===== config.mk =====
export PLATFORM = sky130hd
export DESIGN_NAME = scsb_top
export DESIGN_NICKNAME = d
export VERILOG_FILES = /design/src/core/scsb_pkg.sv /design/src/core/scsb_fifo.sv /design/src/core/scsb_top.sv
export VERILOG_INCLUDE_DIRS = /design/src /design/src/core
export SDC_FILE = /design/constraint.sdc
export NUM_CORES = 1
export LEC_CHECK = 0
export BUFFER_PORTS_ARGS = -buffer_cell sky130_fd_sc_hd__buf_2
export CAP_MARGIN = 20
export CORE_ASPECT_RATIO = 0.5
export CORE_MARGIN = 1
export CORE_UTILIZATION = 50
export CTS_CLUSTER_SIZE = 16
export DETAILED_ROUTE_END_ITERATION = 10
export PLACE_DENSITY_LB_ADDON = 0.25
export SYNTH_ARGS = -nofsm -noshare
export SYNTH_HDL_FRONTEND = slang
export SYNTH_SLANG_ARGS = --single-unit

===== constraint.sdc =====
create_clock -name clk_sys -period 3.5 [get_ports clk_sys]
set_input_delay 0.525 -clock clk_sys [delete_from_list [all_inputs] [get_ports clk_sys]]
set_output_delay 0.525 -clock clk_sys [all_outputs]
set_load 0.005 [all_outputs]

===== src/core/scsb_defs.svh =====
// Purpose: Shared constants of the serial channel shift buffer
// Assumes: Included by bare name
// Notes:   Timing counts are in clk_sys cycles (250 MHz)
`ifndef SCSB_DEFS_SVH
`define SCSB_DEFS_SVH
`define SCSB_ADDR_CH0   20'hFFF10
`define SCSB_ADDR_CH1   20'hFFF12
`define SCSB_BUF_RST    8'h00
`define SCSB_DLS_BIT    0
`define SCSB_LEN7       4'h7
`define SCSB_LEN8       4'h8
`define SCSB_CLK_NS     4
`define SCSB_BIT_NS     64
`define SCSB_SCK_HALF_NS 32
`define SCSB_BAUD_DIV   (`SCSB_BIT_NS / `SCSB_CLK_NS)
`define SCSB_SCK_HALF   (`SCSB_SCK_HALF_NS / `SCSB_CLK_NS)
`define SCSB_FIFO_DEPTH 16
`define SCSB_WORD_W     8
`endif


===== src/core/scsb_pkg.sv =====
// Purpose: Types of the serial channel shift buffer
// Assumes: Constants live in scsb_defs.svh
// Notes:   None
package scsb_pkg;
    typedef enum logic [1:0] {T_IDLE, T_START, T_DATA, T_STOP} scsb_tx_st_t;
    typedef enum logic [1:0] {R_IDLE, R_START, R_DATA, R_STOP} scsb_rx_st_t;
    typedef struct packed {
        logic        wr;
        logic        rd;
        logic [19:0] addr;
        logic [7:0]  wdata;
    } scsb_cpu_req_t;
    typedef struct packed {
        logic       run;
        logic [7:0] op_low;
        logic       msb_first;
        logic       three_wire;
        logic       master;
    } scsb_ch_cfg_t;
endpackage


===== src/core/scsb_fifo.sv =====
// Purpose: Transmit FIFO between channel 0 buffer and shift register
// Assumes: Single clock, synchronous clear
// Notes:   Output word read straight from the array
`timescale 1ns/1ps
module scsb_fifo #(
    parameter int W     = 8,
    parameter int DEPTH = 16
) (
    // Clock and reset
    input  wire logic         clk_sys,
    input  wire logic         nrst,
    input  wire logic         clr,
    // Fill side
    input  wire logic         in_valid,
    output logic              in_ready,
    input  wire logic [W-1:0] in_data,
    // Drain side
    output logic              out_valid,
    input  wire logic         out_ready,
    output logic [W-1:0]      out_data
);
    localparam int AW = $clog2(DEPTH);
    logic [W-1:0] mem_q [DEPTH];
    logic [AW-1:0] wp_q;
    logic [AW-1:0] rp_q;
    logic [AW:0]   cnt_q;
    logic          push;
    logic          pop;

    assign in_ready  = cnt_q != (AW+1)'(DEPTH);
    assign out_valid = cnt_q != '0;
    assign out_data  = mem_q[rp_q];
    assign push      = in_valid && in_ready;
    assign pop       = out_valid && out_ready;

    always_ff @(posedge clk_sys) begin
        if (push) begin
            mem_q[wp_q] <= in_data;
        end
    end

    always_ff @(posedge clk_sys or negedge nrst) begin
        if (!nrst) begin
            wp_q  <= '0;
            rp_q  <= '0;
            cnt_q <= '0;
        end else if (clr) begin
            wp_q  <= '0;
            rp_q  <= '0;
            cnt_q <= '0;
        end else begin
            if (push) begin
                wp_q <= (wp_q == AW'(DEPTH-1)) ? '0 : wp_q + 1'b1;
            end
            if (pop) begin
                rp_q <= (rp_q == AW'(DEPTH-1)) ? '0 : rp_q + 1'b1;
            end
            cnt_q <= cnt_q + (AW+1)'(push) - (AW+1)'(pop);
        end
    end
endmodule


===== src/core/scsb_top.sv =====
// Purpose: Data path of a two-channel serial unit (shift register and buffers)
// Assumes: CPU byte access on clk_sys; pins synchronised here
// Notes:   Channel 0 is 3-wire or async transmit, channel 1 async receive
`timescale 1ns/1ps
`include "scsb_defs.svh"
module scsb_top #(
    parameter int BAUD_DIV   = `SCSB_BAUD_DIV,
    parameter int SCK_HALF   = `SCSB_SCK_HALF,
    parameter int FIFO_DEPTH = `SCSB_FIFO_DEPTH
) (
    // Clock and reset
    input  wire logic              clk_sys,
    input  wire logic              nrst,
    // CPU byte access
    input  scsb_pkg::scsb_cpu_req_t cpu_req,
    output logic [7:0]             cpu_rdata,
    output logic                   tx_space,
    // Unit and channel settings
    input  wire logic              serial_unit_clock_enable,
    input  scsb_pkg::scsb_ch_cfg_t cfg0,
    input  scsb_pkg::scsb_ch_cfg_t cfg1,
    // 3-wire pins
    input  wire logic              three_wire_clock_pin_i,
    output logic                   three_wire_clock_pin_o,
    output logic                   three_wire_clock_pin_oe,
    input  wire logic              three_wire_data_in_pin,
    output logic                   three_wire_data_out_pin,
    // Async pins
    input  wire logic              async_receive_pin,
    output logic                   async_transmit_pin
);
    import scsb_pkg::*;

    function automatic logic [3:0] wlen(input logic [7:0] op);
        wlen = op[`SCSB_DLS_BIT] ? `SCSB_LEN8 : `SCSB_LEN7;
    endfunction

    function automatic logic [7:0] fit(input logic [7:0] v, input logic [3:0] len);
        fit = (len == `SCSB_LEN8) ? v : {1'b0, v[6:0]};
    endfunction

    function automatic logic out_bit(input logic [7:0] v, input logic msb, input logic [3:0] len);
        out_bit = msb ? v[3'(len - 4'h1)] : v[0];
    endfunction

    function automatic logic [7:0] shift_in(input logic [7:0] v, input logic msb, input logic b);
        shift_in = msb ? {v[6:0], b} : {b, v[7:1]};
    endfunction

    // LSB-first 7-bit words land in bits 7:1 and need one step down
    function automatic logic [7:0] rx_align(input logic [7:0] v, input logic msb, input logic [3:0] len);
        rx_align = fit((!msb && len == `SCSB_LEN7) ? {1'b0, v[7:1]} : v, len);
    endfunction

    logic              en;
    logic [2:0]        sck_sy_q;
    logic [1:0]        si_sy_q;
    logic [2:0]        rx_sy_q;
    logic              sck_rise;
    logic              sck_fall;
    logic              si_s;
    logic              rx_s;
    logic [7:0]        buf0_q;
    logic [7:0]        buf1_q;
    logic [7:0]        rdata_q;
    logic              wr0;
    logic              wr1;
    logic [3:0]        len0;
    logic [3:0]        len1;
    scsb_tx_st_t       st0_q;
    logic [7:0]        sh0_q;
    logic [7:0]        sh0_nx;
    logic [3:0]        cnt0_q;
    logic [15:0]       tmr0_q;
    logic              tick0;
    logic              sck_q;
    logic              so0_q;
    logic              txd_q;
    logic              rise0;
    logic              fall0;
    logic              done0;
    logic              f_valid;
    logic              f_pop;
    logic [7:0]        f_data;
    scsb_rx_st_t       st1_q;
    logic [7:0]        sh1_q;
    logic [3:0]        cnt1_q;
    logic [15:0]       tmr1_q;
    logic              done1;
    logic [7:0]        rx1_word;

    // Plain level from the same clock domain
    assign en   = serial_unit_clock_enable;
    assign len0 = wlen(cfg0.op_low);
    assign len1 = wlen(cfg1.op_low);

    // Pin synchronisers; stage 0 feeds stage 1 only
    always_ff @(posedge clk_sys or negedge nrst) begin
        if (!nrst) begin
            sck_sy_q <= 3'h7;
            si_sy_q  <= 2'h3;
            rx_sy_q  <= 3'h7;
        end else begin
            sck_sy_q <= {sck_sy_q[1:0], three_wire_clock_pin_i};
            si_sy_q  <= {si_sy_q[0], three_wire_data_in_pin};
            rx_sy_q  <= {rx_sy_q[1:0], async_receive_pin};
        end
    end
    assign si_s     = si_sy_q[1];
    assign rx_s     = rx_sy_q[1];
    assign sck_rise = sck_sy_q[1] && !sck_sy_q[2];
    assign sck_fall = !sck_sy_q[1] && sck_sy_q[2];

    // CPU writes, gated by clock supply and run flag
    assign wr0 = cpu_req.wr && cpu_req.addr == `SCSB_ADDR_CH0 && en && cfg0.run;
    assign wr1 = cpu_req.wr && cpu_req.addr == `SCSB_ADDR_CH1 && en && cfg1.run;

    // Buffer takes no room in the FIFO; a full FIFO drops the byte
    scsb_fifo #(
        .W     (`SCSB_WORD_W),
        .DEPTH (FIFO_DEPTH)
    ) u_fifo (
        .clk_sys   (clk_sys),
        .nrst      (nrst),
        .clr       (!en),
        .in_valid  (wr0),
        .in_ready  (tx_space),
        .in_data   (fit(cpu_req.wdata, len0)),
        .out_valid (f_valid),
        .out_ready (f_pop),
        .out_data  (f_data)
    );

    // Channel 0 engine: 3-wire full duplex or async transmit
    assign f_pop  = en && cfg0.run && st0_q == T_IDLE && f_valid;
    assign tick0  = tmr0_q == 16'((cfg0.three_wire ? SCK_HALF : BAUD_DIV) - 1);
    assign rise0  = st0_q == T_DATA && (cfg0.master ? (tick0 && !sck_q) : sck_rise);
    assign fall0  = st0_q == T_DATA && (cfg0.master ? (tick0 && sck_q) : sck_fall);
    assign sh0_nx = shift_in(sh0_q, cfg0.msb_first, si_s);
    assign done0  = cfg0.three_wire && rise0 && cnt0_q == len0 - 4'h1;

    always_ff @(posedge clk_sys or negedge nrst) begin
        if (!nrst) begin
            tmr0_q <= '0;
        end else if (!en || f_pop || tick0) begin
            tmr0_q <= '0;
        end else begin
            tmr0_q <= tmr0_q + 16'h1;
        end
    end

    always_ff @(posedge clk_sys or negedge nrst) begin
        if (!nrst) begin
            st0_q  <= T_IDLE;
            sh0_q  <= '0;
            cnt0_q <= '0;
            sck_q  <= 1'b1;
            so0_q  <= 1'b1;
            txd_q  <= 1'b1;
        end else if (!en || !cfg0.run) begin
            st0_q  <= T_IDLE;
            cnt0_q <= '0;
            sck_q  <= 1'b1;
            so0_q  <= 1'b1;
            txd_q  <= 1'b1;
        end else begin
            unique case (st0_q)
                T_IDLE: begin
                    if (f_pop) begin
                        sh0_q  <= f_data;
                        cnt0_q <= '0;
                        if (cfg0.three_wire) begin
                            st0_q <= T_DATA;
                            so0_q <= out_bit(f_data, cfg0.msb_first, len0);
                        end else begin
                            st0_q <= T_START;
                            txd_q <= 1'b0;
                        end
                    end
                end
                T_START: begin
                    if (tick0) begin
                        st0_q <= T_DATA;
                        txd_q <= out_bit(sh0_q, cfg0.msb_first, len0);
                    end
                end
                T_DATA: begin
                    if (cfg0.three_wire) begin
                        if (cfg0.master && tick0) begin
                            sck_q <= !sck_q;
                        end
                        if (rise0) begin
                            sh0_q  <= sh0_nx;
                            cnt0_q <= cnt0_q + 4'h1;
                            if (done0) begin
                                st0_q <= T_IDLE;
                            end
                        end
                        if (fall0 && cnt0_q != '0) begin
                            so0_q <= out_bit(sh0_q, cfg0.msb_first, len0);
                        end
                    end else if (tick0) begin
                        sh0_q  <= shift_in(sh0_q, cfg0.msb_first, 1'b0);
                        cnt0_q <= cnt0_q + 4'h1;
                        if (cnt0_q == len0 - 4'h1) begin
                            st0_q <= T_STOP;
                            txd_q <= 1'b1;
                        end else begin
                            txd_q <= out_bit(shift_in(sh0_q, cfg0.msb_first, 1'b0), cfg0.msb_first, len0);
                        end
                    end
                end
                T_STOP: begin
                    if (tick0) begin
                        st0_q <= T_IDLE;
                    end
                end
            endcase
        end
    end

    // Channel 1 engine: async receive only
    assign rx1_word = rx_align(shift_in(sh1_q, cfg1.msb_first, rx_s), cfg1.msb_first, len1);
    assign done1    = st1_q == R_STOP && tmr1_q == 16'(BAUD_DIV - 1);

    always_ff @(posedge clk_sys or negedge nrst) begin
        if (!nrst) begin
            st1_q  <= R_IDLE;
            sh1_q  <= '0;
            cnt1_q <= '0;
            tmr1_q <= '0;
        end else if (!en || !cfg1.run) begin
            st1_q  <= R_IDLE;
            cnt1_q <= '0;
            tmr1_q <= '0;
        end else begin
            tmr1_q <= tmr1_q + 16'h1;
            unique case (st1_q)
                R_IDLE: begin
                    tmr1_q <= '0;
                    if (rx_sy_q[2] && !rx_s) begin
                        st1_q  <= R_START;
                        sh1_q  <= '0;
                        cnt1_q <= '0;
                    end
                end
                R_START: begin
                    // Mid-bit check rejects glitches shorter than half a bit
                    if (tmr1_q == 16'(BAUD_DIV / 2 - 1)) begin
                        tmr1_q <= '0;
                        st1_q  <= rx_s ? R_IDLE : R_DATA;
                    end
                end
                R_DATA: begin
                    if (tmr1_q == 16'(BAUD_DIV - 1)) begin
                        tmr1_q <= '0;
                        cnt1_q <= cnt1_q + 4'h1;
                        if (cnt1_q == len1 - 4'h1) begin
                            st1_q <= R_STOP;
                            sh1_q <= rx1_word;
                        end else begin
                            sh1_q <= shift_in(sh1_q, cfg1.msb_first, rx_s);
                        end
                    end
                end
                R_STOP: begin
                    if (done1) begin
                        st1_q <= R_IDLE;
                    end
                end
            endcase
        end
    end

    // Buffers; a finished receive wins over a CPU write in the same cycle
    always_ff @(posedge clk_sys or negedge nrst) begin
        if (!nrst) begin
            buf0_q <= `SCSB_BUF_RST;
        end else if (!en) begin
            buf0_q <= `SCSB_BUF_RST;
        end else if (done0) begin
            buf0_q <= rx_align(sh0_nx, cfg0.msb_first, len0);
        end else if (wr0) begin
            buf0_q <= fit(cpu_req.wdata, len0);
        end
    end

    always_ff @(posedge clk_sys or negedge nrst) begin
        if (!nrst) begin
            buf1_q <= `SCSB_BUF_RST;
        end else if (!en) begin
            buf1_q <= `SCSB_BUF_RST;
        end else if (done1) begin
            buf1_q <= sh1_q;
        end else if (wr1) begin
            buf1_q <= fit(cpu_req.wdata, len1);
        end
    end

    // Reads see only the buffers, never a shift register
    always_ff @(posedge clk_sys or negedge nrst) begin
        if (!nrst) begin
            rdata_q <= '0;
        end else if (cpu_req.rd) begin
            unique case (cpu_req.addr)
                `SCSB_ADDR_CH0: rdata_q <= buf0_q;
                `SCSB_ADDR_CH1: rdata_q <= buf1_q;
                default:        rdata_q <= '0;
            endcase
        end
    end

    assign cpu_rdata               = rdata_q;
    assign three_wire_clock_pin_o  = sck_q;
    assign three_wire_clock_pin_oe = en && cfg0.run && cfg0.three_wire && cfg0.master;
    assign three_wire_data_out_pin = so0_q;
    assign async_transmit_pin      = txd_q;
endmodule


# Yosys cells after proc, flatten, opt, wreduce, memory -nomap -nowiden
# Memory sizes are Yosys's and may differ from the RTL's.
# Index checks and enable logic that the tools add are counted.
# totals
reg_bits	108
wordCells	243
in_bits	60
output_inout_bits	13
ramBits	128
mem_count	1
# mem_list
name	words	word_bits	read_ports	rd_clocked_by_memory_dff	write_ports	line_no	source
u_fifo.mem_q	16	8	1	0	1	scsb_fifo.sv:23	logic [W-1:0] mem_q [DEPTH];
# op_classes
eq_ne	47
n_lt_le_gt_ge	1
bitwise_logic	2
n_addsub	11
reduce_logical	61
muxes	100
# op_table
cell	n
two-way mux 8 bit	22
two-way mux 16 bit	4
two-way mux 4 bit	16
case mux 16 bit (3 select lines)	1
case mux 8 bit (2 select lines)	3
equality test 20 bit, second input constant	2
two-way mux 2 bit	17
adder 16 x 1 -> 16 bit, second input constant	2
logical AND 1 bit	27
two-way mux 1 bit	26
inequality test 3 bit, second input constant	8
inequality test 3 x 2 -> 1 bit, second input constant	7
adder 4 x 1 -> 4 bit, second input constant	4
equality test 16 bit	1
equality test 16 x 3 -> 1 bit, second input constant	1
equality test 16 x 4 -> 1 bit, second input constant	1
equality test 4 bit, second input constant	4
case mux 2 bit (4 select lines)	2
case mux 4 bit (2 select lines)	2
AND reduction 5 bit	3
inequality test 4 x 3 -> 1 bit, second input constant	3
two-way mux 5 bit	2
nonzero test 2 bit	5
binary-select mux 1 bit (select 3 bit)	3
other kinds (27)	56

# Logic depth before layout (Yosys ltp)
# Gate-level depths: netlist (run 1).
# depth
word_depth	13
ltp_mapped	12
mapped_depth_nobuf	12

# By module
# From an unflattened synthesis (run 1), not the netlist that was laid out.
# unflattened
cells_unflattened	906
area_unflattened_um2	11323.4
# by_module_without_submodules
module	area_per_inst_um2	n_inst	seq_area_each_um2	cells_per_inst
scsb_fifo	5918.2	1	4169.0	335
scsb_top	5405.2	1	2391.0	571

# Least setup slack after synthesis (run 1)
# No wires, ideal clock.
# synth_path
path_type	input port to flip-flop
startpoint	in serial_unit_clock_enable
endpoint	reg u_fifo.cnt_q[4]
required_time_ps	3380
path_stages	12
path_buffers	2
setup_time_ps	120
path_slack_ps	647
t_arrival_ps	2734
path_cell_list	clkbuf_1 > and2_1 > clkbuf_1 > and3_1 > ha_1 > inv_1 > ha_1 > fa_1 > a21oi_1 > nor2_1 > or3_1 > and3_1
# synth_between
elab_chain_cells	6
# synth_lines
item	line_no	source
from (decl)	scsb_top.sv:19	input wire logic serial_unit_clock_enable,
logical AND 1 bit, on equally long branches (2 in a row)	scsb_top.sv:115, scsb_top.sv:135	
logical AND 1 bit, on equally long branches	scsb_fifo.sv:33, scsb_top.sv:135	
adder 5 x 1 -> 5 bit / logical AND 1 bit (equally long branches)	scsb_fifo.sv:58, scsb_fifo.sv:34	
subtractor 5 x 1 -> 5 bit	scsb_fifo.sv:58	cnt_q <= cnt_q + (AW+1)'(push) - (AW+1)'(pop);
two-way mux 5 bit *	scsb_fifo.sv:47	end else if (clr) begin
to (signal assigned)	scsb_fifo.sv:58	
to (decl)	scsb_fifo.sv:26	logic [AW:0] cnt_q;
# Every way passes the cells marked *; elsewhere a longest branch is shown, timed or not.
# A chain may end at the register's enable or synchronous reset.

# Worst setup path after layout (run 1)
# layout_path
startpoint	reg u_fifo.cnt_q[2]
endpoint	reg u_fifo.cnt_q[4]
# layout_between
elab_chain_cells	5
# layout_lines
item	line_no
inequality test 5 bit / nonzero test 5 bit (equally long branches)	scsb_fifo.sv:30, scsb_fifo.sv:31
logical AND 1 bit, on equally long branches	scsb_fifo.sv:33, scsb_top.sv:135
adder 5 x 1 -> 5 bit / logical AND 1 bit (equally long branches)	scsb_fifo.sv:58, scsb_fifo.sv:34
subtractor 5 x 1 -> 5 bit *	scsb_fifo.sv:58
two-way mux 5 bit *	scsb_fifo.sv:47
# Marked as above.

==> run summary, run 1 <==
============================================================================
Outcome                                                            completed
CTS H-tree depth                                                           1
Synth Instances                                                          892
Upper clock frequency limit                                        0.352 GHz
Net count of the mapped netlist                                          973
Post-cts sizing count                                                      0
P&R area growth vs syn                                                 11.6%
R2R Path Start                                                  u_fifo.cnt_q[2]
I/O Buffers                                                               56
Classification of the worst setup path                          register to register
Die Area                                                          23,000 um2
Latest clock arrival within the worst-skew pair                      0.51 ns
GR Util met3                                                          0.0440
Internal Pwr Total                                                   5.03 mW
Maximum fanout along the worst path                                        3
Min cycle time layout                                                2.84 ns
Number of clock buffers inserted by TritonCTS                             22
DRC viols                                                                  0
Kind of start point of the critical path                            register
Largest net degree at the start of global routing                         60
Netlist cell types                                                        67
Final count of negative-setup-slack endpoints                              0
Critical Path RT                                                     3.90 ns
Design Power                                                         6.96 mW
Fraction of power spent switching nets                                 0.278
Fraction of final layout cells sized beyond drive strength 1           0.166
Antenna violations before repair                                           0
Hold Vio Cnt, Final                                                        0
Final Max Slew Viols                                                       0
ANT nets after route                                                       0
Type of the worst min-delay path                                primary input to async pin
Top Ports                                                                 73
Via-to-Cell Ratio                                                       5.88
Path depth of the worst reg2reg path                                      12
Fraction of registers with async set or reset after synthesis          0.458
Arr. time, crit path                                                 3.24 ns
Total congestion overflow                                                  0
Average cell area after synthesis                                   12.5 um2
Reg-to-Reg End                                                  u_fifo.cnt_q[4]
Area leader, netlist                                                edfxtp_1
TritonRoute pass-1 iters                                                   5
Detailed-route via count                                               7,390
Clock network power share                                              0.342
Share of the core filled with cells                                    0.573
PD cells                                                          558 nW/um2
Antenna cell count                                                         0
Total routing resource utilization after global routing                0.226
Highest ir drop seen on vdd                                           243 uV
Total standard cell area after synthesis                          11,200 um2
Number of synthesized flops with an enable pin                           128
Cell types with the highest counts after synthesis              128 x edfxtp_1, 97 x dfrtp_1, 68 x nor2_1
CTS root buf                                                       clkbuf_16
Layer with the highest usage                                            met2
Maximum clock path buffer count                                            3
Worst-path clk slew                                                  0.07 ns
CTS sink count                                                           236
Global-route met2 utilization                                          0.343
Combinational fraction of design power                                 0.192
Routed wire length                                                   24.9 mm
Fraction of met1 tracks used by global routing                         0.338
Share of the clock period used by the worst path after layout          0.811
Horiz. Die Dim                                                        213 um
Sequential power share                                                 0.466
Sequential area share after synthesis                                  0.587
Transition time at the pin with the least slew margin               0.926 ns
Std-Cell Rows                                                             38
Starting density of the core                                           0.513
Clock tree from TritonCTS                                                yes
First-pass GRT wire length                                           39.6 mm
Max Clock Skew                                                    0.00553 ns
Primary flip-flop cell chosen by synthesis mapping                  edfxtp_1
Max-cap check violation count                                              0
Number of global-route vias before repair                              7,218
Routed len/inst                                                      19.8 um
Kind of end point of the critical path                              register
Internal reg-to-reg setup slack                                      0.66 ns
Detailed Place HPWL                                                  16.6 mm
Switching power of the nets                                          1.93 mW
Number of hold buffers added after CTS                                     0
Core box area                                                     21,800 um2
Net count of the finished layout                                       1,022
Post-CTS Setup Repair Bufs                                                 0
1st-iter DRT viols                                                       661
GP Congestion                                                          0.807
Leak pwr                                                             4.91 nW
Count of warnings emitted by yosys                                         0
Max-slew headroom                                                      0.383
Count of state elements after synthesis                                  236
Total Negative Setup Slacks                                             0 ns
Top-area cell type share of the netlist area                           0.344
Count leader, synth                                                 edfxtp_1
Ranking of synthesized cells by area                            edfxtp_1 34%, dfrtp_1 22%, mux4_2 6.2%
Die H                                                                 108 um
Setup repair after global routing missed its margin                       no
============================================================================
power groups by stage:
stage | Sequential (mW) | Clock, mW | Combinational (mW)
final | 3.25 | 2.38 | 1.34
after floorplan | 3.17 | 0 | 1.05
after global routing | 3.28 | 2.52 | 1.48
after global placement | 3.30 | 0 | 1.30
after detailed placement | 3.30 | 0 | 1.33
after CTS | 3.25 | 2.42 | 1.34
flip-flops by register name (all words and copies together) (netlist names), 2 cells and up:
register      count
buf0_q            8
buf1_q            8
cnt0_q            4
cnt1_q            4
cpu_rdata         8
rx_sy_q           3
sck_sy_q          3
sh0_q             8
sh1_q             8
si_sy_q           2
st0_q             2
st1_q             2
tmr0_q           16
tmr1_q           16
u_fifo.cnt_q      5
u_fifo.mem_q    128
u_fifo.rp_q       4
u_fifo.wp_q       4
metal layers:
layer  wire length [um]  vias to the layer above
met5                  0                        -
met4                405                        0
met3               1590                       35
met2              11100                      227
met1              11800                     3705
li1                   -                     3423
worst max-delay path, stage by stage, from the launching register on:
cell and delay (ns):
dfrtp_1 0.39, inv_1 0.08, ha_1 0.19, nand3_1 0.12
and3_1 0.26, ha_1 0.29, inv_1 0.04, ha_1 0.21
fa_1 0.40, a21oi_1 0.16, nor2_1 0.07, or3_1 0.34
and3_1 0.18
kinds of logic after synthesis:
family	count (synthesis)	synth area share
AOI/OAI and AO/OA	155	0.0880
xor gates and xnor gates	40	0.0313
adders and majority gates	21	0.0242
buffers and inverters	73	0.0263
DFF	236	0.587
muxes	78	0.105
and+or+nand+nor	289	0.139
worst max path at each step:
| stage | start | end | slack (ns) | cells after the start |
|---|---|---|---|---|
| finish | u_fifo.cnt_q[2] | u_fifo.cnt_q[4] | 0.66 | 12 |
| global route | u_fifo.cnt_q[3] | u_fifo.cnt_q[4] | 0.52 | 12 |
| CTS | u_fifo.cnt_q[2] | u_fifo.cnt_q[4] | 0.67 | 12 |
| detailed placement | cpu_req[11] | u_fifo.mem_q[3][0] | 0.34 | 9 |
| global placement | cpu_req[12] | u_fifo.cnt_q[4] | 0.43 | 14 |
| floorplan | serial_unit_clock_enable | u_fifo.cnt_q[4] | 0.65 | 12 |
final cells by class:
class	count	area, um2
fillers	1801	9290
flip-flops and latches	236	6560
multi-input cells	583	4330
clock buffers	28	594
repair buffers	71	420
well taps	300	375
clock inverters	11	104
inverters	27	101
cell usage in the layout (no fill, tap or decap), drive strengths merged, types with 29 or more instances in the layout:
cell type	synthesis	routed
nand2	55	55
a21oi	50	50
nor2	69	69
o21ai	42	42
edfxtp	128	128
dfrtp	97	97
mux4	31	31
mux2i	44	44
buf	17	71
nand3	29	29
metrics by stage:
step | hold slack (ns) | instance area [um2] | cells | worst slack, ns
floorplan | 0.229 | 11200 | 892 | 0.647
global placement | 0.346 | 11800 | 1216 | 0.430
detailed placement | 0.347 | 11800 | 1217 | 0.339
CTS | 0.0831 | 12500 | 1256 | 0.669
global route | 0.0940 | 12500 | 1256 | 0.524
finish | 0.0553 | 12500 | 1256 | 0.661
Note: power is estimated with default switching activity, not from simulation.
==> run 2: changes to the inputs <==
clock period = 2.5 ns   (was 3.5 ns; I/O delays follow)
==> run 2 against run 1 <==
  * Via count up 3.9%
  * Worst hold slack better by 0.17 ns
  * Non-clock buffer count up 72
  * First-iteration DRC count up 0.61%
  * Global-route usage up 0.43 points
  * Combinational power up 81%
  * Sequential share of layout area down 3.5 points
  * Clock skew up 0.0052 ns
  * Final cell count up 6.0%
  * Cell area up 7.2%
  * Critical endpoint unchanged
  * Largest cell class unchanged
==> run summary, run 2 (synthesis results as in run 1) <==
=====================================================================================
Routed wire length                                                            25.6 mm   +2.8%
PD cells                                                                   798 nW/um2   +43%
Number of global-route vias before repair                                       7,476   +3.6%
Outcome                                                                     completed
Arr. time, crit path                                                          2.88 ns   -0.36 ns
Type of the worst min-delay path                                         primary input to register
Transition time at the pin with the least slew margin                        0.596 ns   -0.330 ns
Starting density of the core                                                    0.513   unchanged
Max-cap check violation count                                                       0   unchanged
Largest registers in the final layout                                    u_fifo.mem_q x128, tmr0_q x16, tmr1_q x16
Top Ports                                                                          73   unchanged
Fraction of final layout cells sized beyond drive strength 1                    0.246   +0.0800
Routed len/inst                                                               19.2 um   -3.0%
Upper clock frequency limit                                                 0.407 GHz   +15%
Core box area                                                              21,800 um2   unchanged
Final Max Slew Viols                                                                0   unchanged
Antenna cell count                                                                  0   unchanged
Max-slew headroom                                                               0.603   +0.220
Max FFs per register                                                              128   unchanged
Kind of end point of the critical path                                       register
Total congestion overflow                                                           0   unchanged
End of the critical path                                                 u_fifo.cnt_q[4]
Std-Cell Rows                                                                      38   unchanged
Hold Vio Cnt, Final                                                                 0   unchanged
Most frequent standard cell in the layout excluding fill and tap cells       edfxtp_1
Die H                                                                          108 um   unchanged
CTS H-tree depth                                                                    1   unchanged
Final count of negative-setup-slack endpoints                                       0   unchanged
Highest ir drop seen on vdd                                                    512 uV   +110%
Maximum fanout along the worst path                                                 3   unchanged
Share of the clock period used by the worst path after layout                   0.983   +0.172
Total Negative Setup Slacks                                                      0 ns   unchanged
Final Worst Setup Slack                                                     0.0419 ns   -0.619 ns
Via-to-Cell Ratio                                                                5.77   -1.9%
Number of clock buffers inserted by TritonCTS                                      23   +4.5%
Total routing resource utilization after global routing                         0.230   +0.00431
Clock tree from TritonCTS                                                         yes
Min cycle time layout                                                         2.46 ns   -0.381 ns
Classification of the worst setup path                                   register to register
R2R Path Start                                                           u_fifo.cnt_q[3]
Antenna violations before repair                                                    0   unchanged
DRC viols                                                                           0   unchanged
Reg-to-Reg End                                                           u_fifo.cnt_q[4]
Largest Register                                                         u_fifo.mem_q
GP Congestion                                                                   0.857   +6.3%
Setup repair after global routing missed its margin                               yes
TritonRoute pass-1 iters                                                            8   +3
Launch point of the critical path                                        u_fifo.cnt_q[3]
1st-iter DRT viols                                                                665   +0.61%
Non-filler instance count after layout                                          1,331   +6.0%
Leak pwr                                                                      5.38 nW   +9.5%
Kind of start point of the critical path                                     register
Worst Setup Slack post-DPL                                                  -0.236 ns   -0.575 ns
Internal reg-to-reg setup slack                                               0.04 ns   -0.62 ns
CTS root buf                                                                clkbuf_16
Cell area after layout                                                     13,400 um2   +7.2%
Path depth of the worst reg2reg path                                               11   -1
Post-DP Area                                                               12,400 um2   +5.1%
I/O Buffers                                                                        56   unchanged
Detailed-route via count                                                        7,679   +3.9%
CTS sink count                                                                    236   unchanged
Commonest non-fill, non-tap cells in the layout                          128 x edfxtp_1, 96 x dfrtp_1, 72 x buf_4
Latest clock arrival within the worst-skew pair                               0.52 ns   about the same
Worst-path clk slew                                                           0.07 ns   about the same
Largest net degree at the start of global routing                                  42   -30%
Maximum clock path buffer count                                                     3   unchanged
Critical Path RT                                                              2.92 ns   -0.98 ns
Detailed Place HPWL                                                           17.4 mm   +5.0%
Dpl cells                                                                       1,276   +4.8%
Net count of the finished layout                                                1,095   +7.1%
P&R area growth vs syn                                                          19.7%
ANT nets after route                                                                0   unchanged
Die Area                                                                   23,000 um2   unchanged
First-pass GRT wire length                                                    40.4 mm   +2.0%
Horiz. Die Dim                                                                 213 um   unchanged
Max Clock Skew                                                              0.0107 ns   +0.00520 ns
=====================================================================================
-- run 2: what timing repair did --
action | CTS | global route
pin swaps | 7 | 5
cloned | 0 | 0
setup endpoints to repair | 1 | 30
gates resized for setup | 6 | 10
hold buffers | 4 | 0
hold endpoints to repair | 38 | 0
setup buffers | 6 | 3
-- run 2: critical path, cell delays in order, from the launching register on --
cell	delay, ns
dfrtp_1	0.39
inv_2	0.09
ha_4	0.14
nand4_1	0.21
nand3_1	0.21
inv_2	0.10
ha_4	0.18
fa_2	0.36
a21oi_2	0.13
nor2_1	0.06
or3_1	0.33
and3_1	0.16
-- run 2: worst min path at each step --
| stage | from | to | cells past startpoint | slack, ns |
|---|---|---|---|---|
| final | cpu_req[28] | cpu_rdata[7] | 2 | 0.23 |
| after CTS | cpu_req[28] | cpu_rdata[7] | 2 | 0.21 |
| after global routing | cpu_req[28] | cpu_rdata[4] | 2 | 0.23 |
| after floorplan | nrst | buf0_q[0] | 0 | 0.08 |
| after global placement | si_sy_q[0] | si_sy_q[1] | 0 | 0.35 |
| after detailed placement | rx_sy_q[0] | rx_sy_q[1] | 0 | 0.35 |
-- run 2: metrics by stage --
stage	hold slack (ns)	utilization	power (mW)
after floorplan	0.0794	-	5.94
after global routing	0.232	0.615	11.2
after global placement	0.346	0.569	6.66
after CTS	0.205	0.612	10.7
final	0.226	0.615	10.7
after detailed placement	0.347	0.569	6.73
-- run 2: cell type report --
cell class / instances / area [um2]
fill: 1675 / 8390
sequential: 236 / 6560
multi-input combinational: 583 / 4410
timing repair buffer: 143 / 1100
clock buffer: 25 / 593
tap: 300 / 375
clock inverter: 17 / 245
inverter: 27 / 101
-- run 2: layer usage --
layer  part of all wire  vias to the layer above  routed length (um)  global-route usage
li1                   -                     3573                   -                   -
met1               0.46                     3829               11800               0.338
met2               0.45                      240               11500               0.348
met3              0.070                       37                1790              0.0534
met4              0.019                        0                 477              0.0495
met5                  0                        -                   0                   0
-- run 2: where the power goes --
part	internal [mW]	switching (mW)
sequential	4.27	0.138
clock	2.35	1.51
combinational	1.15	1.27
